## config.mk

```make
export PLATFORM = sky130hd
export DESIGN_NAME = pps_supervisor
export DESIGN_NICKNAME = d
export VERILOG_FILES = /design/src/pkg/pps_pkg.sv /design/src/hdl/pps_supervisor.sv
export VERILOG_INCLUDE_DIRS = /design/src /design/src/pkg
export SDC_FILE = /design/constraint.sdc
export NUM_CORES = 1
export LEC_CHECK = 0
export ABC_AREA = 1
export BUFFER_PORTS_ARGS = -buffer_cell sky130_fd_sc_hd__clkbuf_2
export CORE_MARGIN = 4
export CORE_UTILIZATION = 54
export CTS_BUF_LIST = sky130_fd_sc_hd__clkbuf_16
export DETAILED_ROUTE_END_ITERATION = 7
export PLACE_DENSITY = 0.74
export SLEW_MARGIN = 20
export SYNTH_ARGS = -nofsm -noshare
export SYNTH_HDL_FRONTEND = slang
export SYNTH_SLANG_ARGS = --single-unit
```

## constraint.sdc

```tcl
create_clock -name CLK -period 5.7 [get_ports CLK]
set_input_delay 0 -clock CLK [delete_from_list [all_inputs] [get_ports CLK]]
set_output_delay 0 -clock CLK [all_outputs]
set_load 0.01 [all_outputs]
```

## src/pkg/pps_params.svh

```systemverilog
// Purpose: constants for the pump prime and standby supervisor
// Assumes: 50 MHz clock, register port with one-cycle read latency
// Notes: offsets are word indices on the plain register port
`ifndef PPS_PARAMS_SVH
`define PPS_PARAMS_SVH
`define PPS_CLK_HZ 50000000
// Time base for the parameter timers: 1 ms tick
`define PPS_TICK_MS 1
`define PPS_TICK_CYC ((`PPS_CLK_HZ / 1000) * `PPS_TICK_MS)
// Register offsets
`define PPS_A_CTRL 4'h0
`define PPS_A_SRC 4'h1
`define PPS_A_PRIME 4'h2
`define PPS_A_BURST 4'h3
`define PPS_A_SBLVL 4'h4
`define PPS_A_SBDLY 4'h5
`define PPS_A_WAKE 4'h6
`define PPS_A_FILLT 4'h7
`define PPS_A_FILLS 4'h8
`define PPS_A_ACODE 4'h9
`define PPS_A_STDKEY 4'hA
`define PPS_A_ADVKEY 4'hB
`define PPS_A_STATUS 4'hC
`define PPS_A_FBMON 4'hD
// Field positions
`define PPS_B_RUN 0
`define PPS_B_TRIPRST 1
`define PPS_B_SENSE 2
// Reset values
`define PPS_R_STDKEY 16'h0065
`define PPS_R_ADVKEY 16'h00C9
`define PPS_R_SRC 16'h0000
// Codes
`define PPS_SRC_PID 2'h3
`define PPS_FB_AIN2 2'h0
`define PPS_SP_AIN1 2'h1
`define PPS_FMT_T420 2'h2
// Loss of a 4-20mA loop: below about 3 mA of 20 mA full scale
`define PPS_LOOP_LOST 16'h2666
`endif

```

## src/pkg/pps_pkg.sv

```systemverilog
// Purpose: types for the pump prime and standby supervisor
// Assumes: nothing beyond SystemVerilog
// Notes: timing and offsets live in pps_params.svh
package pps_pkg;
   typedef enum logic [2:0] {
      ST_IDLE,
      ST_FILL,
      ST_PRIME,
      ST_RUN,
      ST_SLEEP,
      ST_TRIP
   } pps_state_t;
   typedef enum logic [1:0] {
      LVL_BASIC,
      LVL_STD,
      LVL_ADV
   } pps_level_t;
endpackage

```

## src/hdl/pps_supervisor.sv

```systemverilog
// Purpose: pipe prime, burst pipe, standby and soft fill supervision
// Assumes: analog and speed values already digitised on CLK
// Notes: loop arithmetic and motor control live elsewhere
//
// Our own choices: the plain strobed port and the placing of the registers.
`include "pps_params.svh"

module pps_supervisor import pps_pkg::*; #(
   parameter int TICK_CYC = `PPS_TICK_CYC
) (
   input wire logic CLK, // 50 MHz clock
   input wire logic NRST, // Async reset, active low
   input wire logic [3:0] ADDR, // Register index
   input wire logic [15:0] WDATA, // Write data
   input wire logic WR, // Write strobe
   input wire logic RD, // Read strobe
   input wire logic [7:0] WR_GROUP, // Parameter group of this write
   output logic [15:0] RDATA, // Read data, cycle after RD
   output logic WR_DENIED, // Write refused, pulse
   input wire logic [15:0] AIN1, // Analog input 1 value
   input wire logic [15:0] AIN2, // Analog input 2 value
   input wire logic [15:0] SPEED_IN, // Present output speed
   input wire logic [15:0] PID_DEMAND, // Loop output speed demand
   output logic [15:0] SETPOINT, // Selected set-point
   output logic [15:0] FEEDBACK, // Selected feedback
   output logic [15:0] ERROR_OUT, // Signed control error
   output logic [15:0] SPEED_CMD, // Speed command to motor
   output logic RUN_OUT, // Motor output enabled
   output logic LOW_PRESS_TRIP, // Low-pressure trip latched
   output logic LOOP_LOSS_TRIP, // 4-20mA signal loss trip
   output logic PRESS_WARN // Low-pressure warning
);

   //*******************************************
   // Parameter registers
   //*******************************************
   logic run_ff, sense_ff, trip_rst;
   logic [1:0] ctl_src_ff, fb_src_ff, sp_src_ff, ain2_fmt_ff;
   logic [15:0] prime_t_ff, burst_ff, sb_lvl_ff, sb_dly_ff, wake_ff;
   logic [15:0] fill_t_ff, fill_s_ff, acode_ff, stdkey_ff, advkey_ff;
   pps_level_t level;
   logic wr_ok;

   // Access level from the code compared to both keys
   always_comb begin
      if (acode_ff == advkey_ff) begin
         level = LVL_ADV;
      end else if (acode_ff == stdkey_ff) begin
         level = LVL_STD;
      end else begin
         level = LVL_BASIC;
      end
   end

   // Group 0 never writable bar the access code; group gating by level
   always_comb begin
      case (level)
         LVL_ADV: wr_ok = (WR_GROUP != 8'h00);
         LVL_STD: wr_ok = (WR_GROUP >= 8'h01 && WR_GROUP <= 8'h05)
            || WR_GROUP == 8'h08;
         default: wr_ok = (WR_GROUP == 8'h01);
      endcase
   end

   // Register writes; access code always writable to unlock
   always_ff @(posedge CLK or negedge NRST) begin
      if (!NRST) begin
         run_ff <= 1'b0;
         sense_ff <= 1'b0;
         ctl_src_ff <= 2'h0;
         {fb_src_ff, sp_src_ff, ain2_fmt_ff} <= 6'h00;
         prime_t_ff <= 16'h0000;
         burst_ff <= 16'h0000;
         sb_lvl_ff <= 16'h0000;
         sb_dly_ff <= 16'h0000;
         wake_ff <= 16'h0000;
         fill_t_ff <= 16'h0000;
         fill_s_ff <= 16'h0000;
         acode_ff <= 16'h0000;
         stdkey_ff <= `PPS_R_STDKEY;
         advkey_ff <= `PPS_R_ADVKEY;
      end else if (WR && (wr_ok || ADDR == `PPS_A_ACODE)) begin
         case (ADDR)
            `PPS_A_CTRL: begin
               run_ff <= WDATA[`PPS_B_RUN];
               sense_ff <= WDATA[`PPS_B_SENSE];
            end
            `PPS_A_SRC: begin
               ctl_src_ff <= WDATA[1:0];
               fb_src_ff <= WDATA[3:2];
               sp_src_ff <= WDATA[5:4];
               ain2_fmt_ff <= WDATA[7:6];
            end
            `PPS_A_PRIME: prime_t_ff <= WDATA;
            `PPS_A_BURST: burst_ff <= WDATA;
            `PPS_A_SBLVL: sb_lvl_ff <= WDATA;
            `PPS_A_SBDLY: sb_dly_ff <= WDATA;
            `PPS_A_WAKE: wake_ff <= WDATA;
            `PPS_A_FILLT: fill_t_ff <= WDATA;
            `PPS_A_FILLS: fill_s_ff <= WDATA;
            `PPS_A_ACODE: acode_ff <= WDATA;
            `PPS_A_STDKEY: stdkey_ff <= WDATA;
            `PPS_A_ADVKEY: advkey_ff <= WDATA;
            default: ;
         endcase
      end
   end

   // Trip reset is a self-clearing command bit
   assign trip_rst = WR && wr_ok && ADDR == `PPS_A_CTRL
      && WDATA[`PPS_B_TRIPRST];

   // Refused writes reported as a pulse
   always_ff @(posedge CLK or negedge NRST) begin
      if (!NRST) begin
         WR_DENIED <= 1'b0;
      end else begin
         WR_DENIED <= WR && !wr_ok && ADDR != `PPS_A_ACODE;
      end
   end

   //*******************************************
   // Source selection
   //*******************************************
   logic pid_mode;
   logic [16:0] err_wide;
   logic [15:0] err_mag;
   assign pid_mode = (ctl_src_ff == `PPS_SRC_PID);

   // Selected values registered; inputs already on CLK domain
   always_ff @(posedge CLK or negedge NRST) begin
      if (!NRST) begin
         FEEDBACK <= 16'h0000;
         SETPOINT <= 16'h0000;
      end else begin
         FEEDBACK <= (fb_src_ff == `PPS_FB_AIN2) ? AIN2 : AIN1;
         SETPOINT <= (sp_src_ff == `PPS_SP_AIN1) ? AIN1 : AIN2;
      end
   end

   // Error sign follows sense so demand rises as feedback falls in direct sense, as it rises in inverse
   always_comb begin
      if (sense_ff) begin
         err_wide = {1'b0, FEEDBACK} - {1'b0, SETPOINT};
      end else begin
         err_wide = {1'b0, SETPOINT} - {1'b0, FEEDBACK};
      end
      err_mag = err_wide[16] ? 16'(-err_wide) : err_wide[15:0];
   end

   always_ff @(posedge CLK or negedge NRST) begin
      if (!NRST) begin
         ERROR_OUT <= 16'h0000;
      end else begin
         ERROR_OUT <= err_wide[15:0];
      end
   end

   //*******************************************
   // Millisecond tick and timers
   //*******************************************
   logic [15:0] tick_cnt_ff;
   logic tick;
   logic [15:0] tmr_ff, sb_tmr_ff;
   pps_state_t st_ff, nxt_st;
   logic fb_ok, pid_prev_ff, run_prev_ff, start_evt, wake_evt;
   logic sb_elapsed, tmr_done;
   assign tick = (tick_cnt_ff == 16'(TICK_CYC - 1));

   // Shared time base keeps timers small; 1 ms resolution
   always_ff @(posedge CLK or negedge NRST) begin
      if (!NRST) begin
         tick_cnt_ff <= 16'h0000;
      end else begin
         tick_cnt_ff <= tick ? 16'h0000 : tick_cnt_ff + 16'h0001;
      end
   end

   // Prime condition per control sense
   assign fb_ok = sense_ff ? (FEEDBACK >= burst_ff)
                           : (FEEDBACK <= burst_ff);

   // Start when enabled in loop mode or switched into it
   always_ff @(posedge CLK or negedge NRST) begin
      if (!NRST) begin
         pid_prev_ff <= 1'b0;
         run_prev_ff <= 1'b0;
      end else begin
         pid_prev_ff <= pid_mode;
         run_prev_ff <= run_ff;
      end
   end
   assign start_evt = run_ff && pid_mode
      && (!run_prev_ff || !pid_prev_ff);

   // Standby timer counts ms while speed is below level
   always_ff @(posedge CLK or negedge NRST) begin
      if (!NRST) begin
         sb_tmr_ff <= 16'h0000;
      end else if (st_ff != ST_RUN || SPEED_IN >= sb_lvl_ff) begin
         sb_tmr_ff <= 16'h0000;
      end else if (tick && sb_tmr_ff != 16'hFFFF) begin
         sb_tmr_ff <= sb_tmr_ff + 16'h0001;
      end
   end
   assign sb_elapsed = (sb_dly_ff != 16'h0000)
      && (sb_tmr_ff > sb_dly_ff);
   assign wake_evt = (st_ff == ST_SLEEP) && (err_mag > wake_ff);

   //*******************************************
   // Sequence state machine
   //*******************************************
   always_comb begin
      nxt_st = st_ff;
      case (st_ff)
         ST_IDLE: begin
            if (start_evt) begin
               nxt_st = (fill_t_ff != 16'h0000) ? ST_FILL
                  : (prime_t_ff != 16'h0000) ? ST_PRIME : ST_RUN;
            end
         end
         ST_FILL: begin
            if (tmr_done) begin
               nxt_st = (prime_t_ff != 16'h0000) ? ST_PRIME : ST_RUN;
            end
         end
         ST_PRIME: begin
            if (fb_ok) begin
               nxt_st = ST_RUN;
            end else if (tmr_done) begin
               nxt_st = ST_TRIP;
            end
         end
         ST_RUN: begin
            if (prime_t_ff != 16'h0000 && !fb_ok) begin
               nxt_st = ST_TRIP;
            end else if (sb_elapsed) begin
               nxt_st = ST_SLEEP;
            end
         end
         ST_SLEEP: begin
            if (wake_evt) begin
               nxt_st = (fill_t_ff != 16'h0000) ? ST_FILL : ST_RUN;
            end
         end
         ST_TRIP: begin
            if (trip_rst) begin
               nxt_st = ST_IDLE;
            end
         end
         default: nxt_st = ST_IDLE;
      endcase
      // Leaving loop mode or enable drops supervision, except a trip
      if (st_ff != ST_TRIP && (!run_ff || !pid_mode)) begin
         nxt_st = ST_IDLE;
      end
      if (LOOP_LOSS_TRIP && st_ff != ST_TRIP) begin
         nxt_st = ST_IDLE;
      end
   end

   always_ff @(posedge CLK or negedge NRST) begin
      if (!NRST) begin
         st_ff <= ST_IDLE;
      end else begin
         st_ff <= nxt_st;
      end
   end

   // Phase timer restarts on each state change
   always_ff @(posedge CLK or negedge NRST) begin
      if (!NRST) begin
         tmr_ff <= 16'h0000;
      end else if (nxt_st != st_ff) begin
         tmr_ff <= 16'h0000;
      end else if (tick && !tmr_done) begin
         tmr_ff <= tmr_ff + 16'h0001;
      end
   end
   assign tmr_done = (st_ff == ST_FILL) ? (tmr_ff >= fill_t_ff)
                                        : (tmr_ff >= prime_t_ff);

   //*******************************************
   // Trips and outputs
   //*******************************************
   logic loss;
   assign loss = (ain2_fmt_ff == `PPS_FMT_T420) && (AIN2 < `PPS_LOOP_LOST);

   // Loss trip sticky until trip reset; set wins over reset
   always_ff @(posedge CLK or negedge NRST) begin
      if (!NRST) begin
         LOOP_LOSS_TRIP <= 1'b0;
      end else if (loss) begin
         LOOP_LOSS_TRIP <= 1'b1;
      end else if (trip_rst) begin
         LOOP_LOSS_TRIP <= 1'b0;
      end
   end

   // Outputs registered from the next state
   always_ff @(posedge CLK or negedge NRST) begin
      if (!NRST) begin
         LOW_PRESS_TRIP <= 1'b0;
         RUN_OUT <= 1'b0;
         SPEED_CMD <= 16'h0000;
         PRESS_WARN <= 1'b0;
      end else begin
         LOW_PRESS_TRIP <= (nxt_st == ST_TRIP);
         RUN_OUT <= (nxt_st == ST_FILL || nxt_st == ST_PRIME
            || nxt_st == ST_RUN);
         SPEED_CMD <= (nxt_st == ST_FILL) ? fill_s_ff
            : (nxt_st == ST_PRIME || nxt_st == ST_RUN) ? PID_DEMAND
            : 16'h0000;
         PRESS_WARN <= (nxt_st == ST_RUN) && !fb_ok;
      end
   end

   //*******************************************
   // Read port, data one cycle after strobe
   //*******************************************
   always_ff @(posedge CLK or negedge NRST) begin
      if (!NRST) begin
         RDATA <= 16'h0000;
      end else if (RD) begin
         case (ADDR)
            `PPS_A_CTRL: RDATA <= {13'h0000, sense_ff, 1'b0, run_ff};
            `PPS_A_SRC: RDATA <= {8'h00, ain2_fmt_ff, sp_src_ff,
               fb_src_ff, ctl_src_ff};
            `PPS_A_PRIME: RDATA <= prime_t_ff;
            `PPS_A_BURST: RDATA <= burst_ff;
            `PPS_A_SBLVL: RDATA <= sb_lvl_ff;
            `PPS_A_SBDLY: RDATA <= sb_dly_ff;
            `PPS_A_WAKE: RDATA <= wake_ff;
            `PPS_A_FILLT: RDATA <= fill_t_ff;
            `PPS_A_FILLS: RDATA <= fill_s_ff;
            `PPS_A_ACODE: RDATA <= acode_ff;
            `PPS_A_STATUS: RDATA <= {8'h00, LOOP_LOSS_TRIP, LOW_PRESS_TRIP,
               level, 1'b0, st_ff};
            `PPS_A_FBMON: RDATA <= FEEDBACK;
            default: RDATA <= 16'h0000;
         endcase
      end else begin
         RDATA <= 16'h0000;
      end
   end
endmodule

```

==> metrics.md, run 1 <==
| Metric | Value |
|---|---|
| Leading area contributor after synthesis | `dfrtp_1` |
| Detailed Place HPWL | `43.1 mm` |
| Wirelength per Cell | `19.6 um` |
| Minimum period implied by the final worst setup slack | `4.87 ns` |
| Post-synth net total | `2542` |
| Overall power of the completed layout | `roughly 8300 uW` |
| Required time at the worst-slack endpoint | `6.08 ns` |
| Area enclosed by the die boundary | `about 0.037 mm^2` |
| Clk pin slew, worst setup/hold paths | `0.06 ns` |
| Worst hold margin | `0.0239 ns` |
| Total of cells resized after clock tree synthesis | `0` |
| Post-synthesis cell count | `2312` |
| Largest net degree at the start of global routing | `131` |
| Post-layout net count | `2771` |
| Initial Util | `between 50% and 60%` |
| Min setup slack post-route | `roughly 0.83 ns` |
| Filler cell count | `2864` |
| WL final | `59.1 mm` |
| Number of antenna violations at the first check in global routing | `5` |
| Via total after detailed routing | `roughly 17000` |
| Hold violation count in the final report | `0` |
| Share of layout cells above drive strength 1 | `12.4%` |
| Status | `finished clean` |
| Max-Cap Viols | `0` |
| Global-route usage over all layers | `roughly 32%` |
| CP Launch Type | `register` |
| Max Fanout on Critical Path | `16` |
| Vias in the first global route | `between 15000 and 20000` |
| Most repeated cell in the gate-level netlist after synthesis | `nand2_1` |
| Initial drt markers | `1623` |
| Number of buffers inserted to repair setup after CTS | `0` |
| Synthesis-stage register bit count | `about 310` |
| Dominant synthesized flop cell | `dfrtp_1` |
| Quantity of I/O buffers inserted on ports | `180` |
| Min-Delay Path Class | `input port to register` |
| Critical path arrival | `between 5 and 6 ns` |
| CTS root buf | `clkbuf_16` |
| Top post-synthesis cells by count | `nand2_1, inv_1, dfrtp_1, o21ai_0, nor2_1` |
| Total placed instance area | `0.0194 mm^2` |
| Drc violations | `0` |
| Peak supply drop | `0.237 mV` |
| Die width | `191 um` |
| Share of the clock period used by the worst path after layout | `85.4%` |
| Largest cells by area after synthesis | `dfrtp_1, nand2_1, ha_1, inv_1, o21ai_0` |
| Total congestion overflow after global routing | `0` |
| Critical path type | `register to register` |
| Post-Syn Area | `0.0181 mm^2` |
| Initial DRT Pass Iterations | `6` |
| Largest incremental delay on the critical path | `0.40 ns` |
| Placeable Area | `0.0329 mm^2` |
| Die height | `191 um` |
| Count of cell types in the netlist | `66` |
| Floorplan row count | `66` |
| Fraction of registers with async set or reset after synthesis | `100%` |
| Pwr/cell area | `388 mW/mm^2` |
| Synthesis Warnings | `0` |
| H-Tree Depth | `2` |
| Worst-skew pair later-pin latency | `between 0.5 and 0.6 ns` |
| Summed area of non-filler cells in the final layout | `between 0.02 and 0.025 mm^2` |
| EDFF count, synth | `0` |
| Count of nets left with antenna violations after detail routing | `0` |
| Worst-case headroom to the max-slew limit | `34.0%` |
| Static leakage | `roughly 0.011 uW` |
| Part of the Yosys area used for sequential elements | `between 40 and 50%` |
| Avg Vias per Cell | `5.61` |
| Maximum operating frequency | `0.205 GHz` |
| Routability congestion estimate | `slightly above 1` |
| Pre-CTS setup slack | `0.901 ns` |
| Transition time of the tightest slew-check pin | `0.988 ns` |
| Growth of design area from synthesis to finish | `17.4%` |
| Final Max Slew Viols | `0` |
| Number of clock sinks seen by CTS | `308` |
| CTS tree | `done` |
| Setup repair after global routing missed its margin | `no` |
| Number of CTS-inserted buffers | `36` |
| Clock tree buffer depth | `3` |
| Fraction of synthesized cell area taken by the top area cell type | `about two fifths` |
| Clk_skew | `0.0266 ns` |
| Synth Area per Inst | `7.85 um^2` |
| Worst path most repeated cell | `nand2_1` |
| Critical Path Sink Type | `register` |
| Wire length of the first global-routing pass | `around 92 mm` |
| Number of failing setup endpoints in the final timing report | `0` |
| Sum Neg Setup Slack | `0 ns` |
| Slowest cell on the critical path | `dfrtp_1` |
| Count of hold-fix buffers inserted at cts | `69` |
| Top Ports | `181` |
[final cells by class]
cell class | count | area [um^2] | share of cell area [%]
Antenna cell | 3 | 7.51 | 0.0352
Clock buffer | 37 | 926 | 4.35
Clock inverter | 29 | 304 | 1.43
Inverter | 365 | 1390 | 6.51
Multi-Input combinational cell | 1575 | 8750 | 41.1
Sequential cell | 308 | 7720 | 36.2
Tap cell | 442 | 553 | 2.60
Timing Repair Buffer | 255 | 1660 | 7.79
[per-stage QoR]
stage / utilization, % / instances
global route: 64.8 / 3014
finish: 64.8 / 3014
detailed placement: 59.0 / 2876
CTS: 64.8 / 3011
floorplan: - / 2312
global placement: 59.0 / 2876
[cells by family (layout without fill, tap and decap cells)]
family	after synthesis	after routing	share of synthesized area (%)
other	0	3	0
XOR/XNOR	51	51	2.54
adder cells (fa/ha/maj)	134	134	9.32
flip-flops	308	308	42.5
AO/OA/AOI/OAI	479	479	14.7
AND/OR/NAND/NOR	907	907	21.4
buffers and inverters	429	686	9.27
multiplexers	4	4	0.290
[worst paths after layout]
| path | start | to | slack (ns) | depth (start not counted) |
|---|---|---|---|---|
| min in group asynchronous | NRST | FEEDBACK[5] | 0.11 | 2 |
| max | FEEDBACK[0] | tmr_ff[15] | 0.83 | 28 |
| min | WDATA[2] | stdkey_ff[2] | 0.02 | 3 |
| max in group asynchronous | NRST | tmr_ff[7] | 4.25 | 3 |
| max reg2reg | FEEDBACK[0] | tmr_ff[15] | 0.83 | 28 |
| min reg2reg | run_ff | run_prev_ff | 0.43 | 0 |
[worst max-delay path: cells and delay by family, from the launching register on]
| kind | cells | cell delay, ns |
|---|---|---|
| flops | 1 | 0.40 |
| xor+xnor | 1 | 0.37 |
| compound gates | 2 | 0.42 |
| buf+inv | 2 | 0.16 |
| fa+ha+maj | 3 | 0.83 |
| simple gates | 20 | 2.52 |
[report_power, final]
group          switching, uW  internal [uW]
Sequential               312           2540
Combinational           1940           1100
Clock                    969           1420
[placed cells by master (no fill, tap or decap), drive strengths merged, types with 4 or more instances in the layout]
master and instances:
o21ai 263, mux2i 4, nor4 20, o22ai 46, buf 7, dlygate4sd3 69, clkinv 21, a21oi 113
a31oi 9, nor2 156, xor2 43, bufinv 6, clkbuf 216, nand2 602, dfrtp 300, a221oi 12
nand3b 5, nand3 67, o2111ai 8, nand4 20, nor3 29, dfstp 8, xnor2 8, o21bai 7
inv 364, ha 132
[per-layer routing]
layer,global-route usage [%],vias to the layer above,wire (um)
li1,-,7966,-
met1,42.6,7969,23900
met2,53.1,802,27200
met3,5.11,171,4890
met4,14.1,4,3100
met5,0,-,27
Note: power is estimated with default switching activity, not from simulation.
==> run 2, diff against run 1 <==
- CTS_BUF_LIST: sky130_fd_sc_hd__clkbuf_16 -> not set
==> run 2 against run 1 <==
Effect of this change:
- total power grew 0.94%
- die area did not move
- combinational power hardly changed
- final cell count stayed put
- non-clock buffer count stayed put
- critical path depth unchanged
- clock power is 3% higher
- sequential power about the same
- setup slack worse by 0.021 ns
- via count grew 0.54%
- sequential share of layout area fell by 0.085 points
- critical endpoint unchanged
- register-to-register slack worse by 0.02 ns
==> metrics.md, run 2 (synthesis results as in run 1) <==
| Metric | Value |
|---|---|
| Drc violations | `0 (unchanged)` |
| Area enclosed by the die boundary | `0.0366 mm^2 (unchanged)` |
| CTS root buf | `clkbuf_16 (unchanged)` |
| Top Family by Delay on Critical Path | `simple AND/OR/NAND/NOR gates (unchanged)` |
| Critical Path Sink Type | `register (unchanged)` |
| Number of antenna violations at the first check in global routing | `5 (unchanged)` |
| Critical path buffer and inverter count | `2 (unchanged)` |
| Avg Vias per Cell | `5.64 (was 5.61)` |
| Global-route usage over all layers | `32.4% (was 32.3%)` |
| Worst path most repeated cell | `nand2_1 (unchanged)` |
| Critical path type | `register to register (unchanged)` |
| CP Launch Type | `register (unchanged)` |
| Largest net degree at the start of global routing | `131 (unchanged)` |
| Share of the clock period used by the worst path after layout | `85.8% (was 85.4%)` |
| Detailed Place HPWL | `43.1 mm (unchanged)` |
| Initial DRT Pass Iterations | `7 (was 6)` |
| Wire length of the first global-routing pass | `91.8 mm (was 91.7 mm)` |
| Most frequent cells in the layout | `nand2_1, inv_1, dfrtp_1 (unchanged)` |
| Required time at the worst-slack endpoint | `6.09 ns (was 6.08 ns)` |
| Count of nets left with antenna violations after detail routing | `0 (unchanged)` |
| Summed area of non-filler cells in the final layout | `0.0214 mm^2 (was 0.0213 mm^2)` |
| Clock tree buffer depth | `3 (unchanged)` |
| Number of gates on the worst path with buffers counted | `28 (unchanged)` |
| Wirelength per Cell | `19.7 um (was 19.6 um)` |
| H-Tree Depth | `2 (unchanged)` |
| Via total after detailed routing | `17000 (was 16900)` |
| Number of clock sinks seen by CTS | `308 (unchanged)` |
| Static leakage | `0.0106 uW (about the same)` |
| Hold depth | `3 (unchanged)` |
| Clk_skew | `0.0289 ns (was 0.0266 ns)` |
| Most common cell after layout, fill and taps aside | `nand2_1 (unchanged)` |
| Worst-case headroom to the max-slew limit | `32.0% (was 34.0%)` |
| R2r worst-path depth | `28 (unchanged)` |
| Largest incremental delay on the critical path | `0.40 ns (about the same)` |
| Growth of design area from synthesis to finish | `17.7% (was 17.4%)` |
| Worst-skew pair later-pin latency | `0.54 ns (was 0.53 ns)` |
| Initial drt markers | `1732 (was 1623)` |
| Total congestion overflow after global routing | `0 (unchanged)` |
| Top Ports | `181 (unchanged)` |
| Quantity of I/O buffers inserted on ports | `180 (unchanged)` |
| Final Max Slew Viols | `0 (unchanged)` |
| WL final | `59.2 mm (was 59.1 mm)` |
| Total placed instance area | `0.0194 mm^2 (unchanged)` |
| Number of failing setup endpoints in the final timing report | `0 (unchanged)` |
| Slowest cell on the critical path | `dfrtp_1 (unchanged)` |
| Share of layout cells above drive strength 1 | `12.6% (was 12.4%)` |
| Hold violation count in the final report | `0 (unchanged)` |
| Number of CTS-inserted buffers | `36 (unchanged)` |
| Number of buffers inserted to repair setup after CTS | `0 (unchanged)` |
| Sum Neg Setup Slack | `0 ns (unchanged)` |
| Die height | `191 um (unchanged)` |
| Max-Cap Viols | `0 (unchanged)` |
| CTS tree | `done (unchanged)` |
| Routability congestion estimate | `1.02 (unchanged)` |
| Peak supply drop | `0.243 mV (was 0.237 mV)` |
| Filler cell count | `2845 (was 2864)` |
| Max Fanout on Critical Path | `16 (unchanged)` |
| Clk pin slew, worst setup/hold paths | `0.07 ns (was 0.06 ns)` |
| Transition time of the tightest slew-check pin | `1.02 ns (was 0.988 ns)` |
| Post-layout net count | `2771 (unchanged)` |
| Placeable Area | `0.0329 mm^2 (unchanged)` |
| Maximum operating frequency | `0.205 GHz (about the same)` |
| Minimum period implied by the final worst setup slack | `4.89 ns (was 4.87 ns)` |
| Initial Util | `55.2% (unchanged)` |
| Setup repair after global routing missed its margin | `no (unchanged)` |
| Min-Delay Path Class | `input port to register (unchanged)` |
| Vias in the first global route | `16400 (unchanged)` |
| Status | `finished clean (unchanged)` |
| Critical path arrival | `5.27 ns (was 5.25 ns)` |
| Die width | `191 um (unchanged)` |
| Floorplan row count | `66 (unchanged)` |
| Pwr/cell area | `391 mW/mm^2 (was 388 mW/mm^2)` |
## run 2: cell type report
class	count	area [um^2]	area share, %
clock inverters	18	263	1.23
clock buffers	48	1020	4.76
well taps	442	553	2.59
diodes	3	7.51	0.0352
repair buffers	255	1660	7.77
flip-flops and latches	308	7720	36.1
multi-input cells	1575	8750	41.0
inverters	365	1390	6.49
## run 2: final timing paths
check / startpoint / end / slack (ns)
worst max-delay path: FEEDBACK[0] / tmr_ff[15] / 0.81
worst min-delay path: WDATA[14] / burst_ff[14] / 0.01
worst max register to register: FEEDBACK[0] / tmr_ff[15] / 0.81
worst min register to register: run_ff / run_prev_ff / 0.43
max in group asynchronous: NRST / tmr_ff[7] / 4.25
min in group asynchronous: NRST / FEEDBACK[5] / 0.10
## run 2: timing repair
| action | in CTS | in global routing |
|---|---|---|
| gates resized for setup | 0 | 0 |
| endpoints found under the hold margin | 162 | 0 |
| hold buffers | 69 | 0 |
## run 2: through the flow
step / power [uW] / hold slack, ns / std cells / util (%) / setup slack [ns]
after floorplan: 4790 / -0.296 / 2312 / - / 1.50
after global placement: 5690 / 0.114 / 2876 / 59.0 / 0.952
after detailed placement: 5770 / 0.112 / 2876 / 59.0 / 0.901
after CTS: 8320 / 0.00470 / 3011 / 64.9 / 0.860
after global routing: 8880 / 0.0283 / 3014 / 65.0 / 0.418
final: 8350 / 0.0134 / 3014 / 65.0 / 0.812
## run 2: where the power goes
part | internal (uW) | switching, uW
clock network | 1500 | 969
logic | 1100 | 1930
registers | 2540 | 314
## run 2: per-layer routing
metal	vias up	GRT usage [%]	routed length, um
li1	7965	-	-
met4	4	13.8	2990
met5	-	0	27
met1	8055	42.7	23900
met3	159	5.02	4980
met2	820	53.3	27400
## run 2: worst min-delay path: stages
cell and delay [ns]:
clkbuf_2 0.07, inv_1 0.21, o21ai_0 0.22
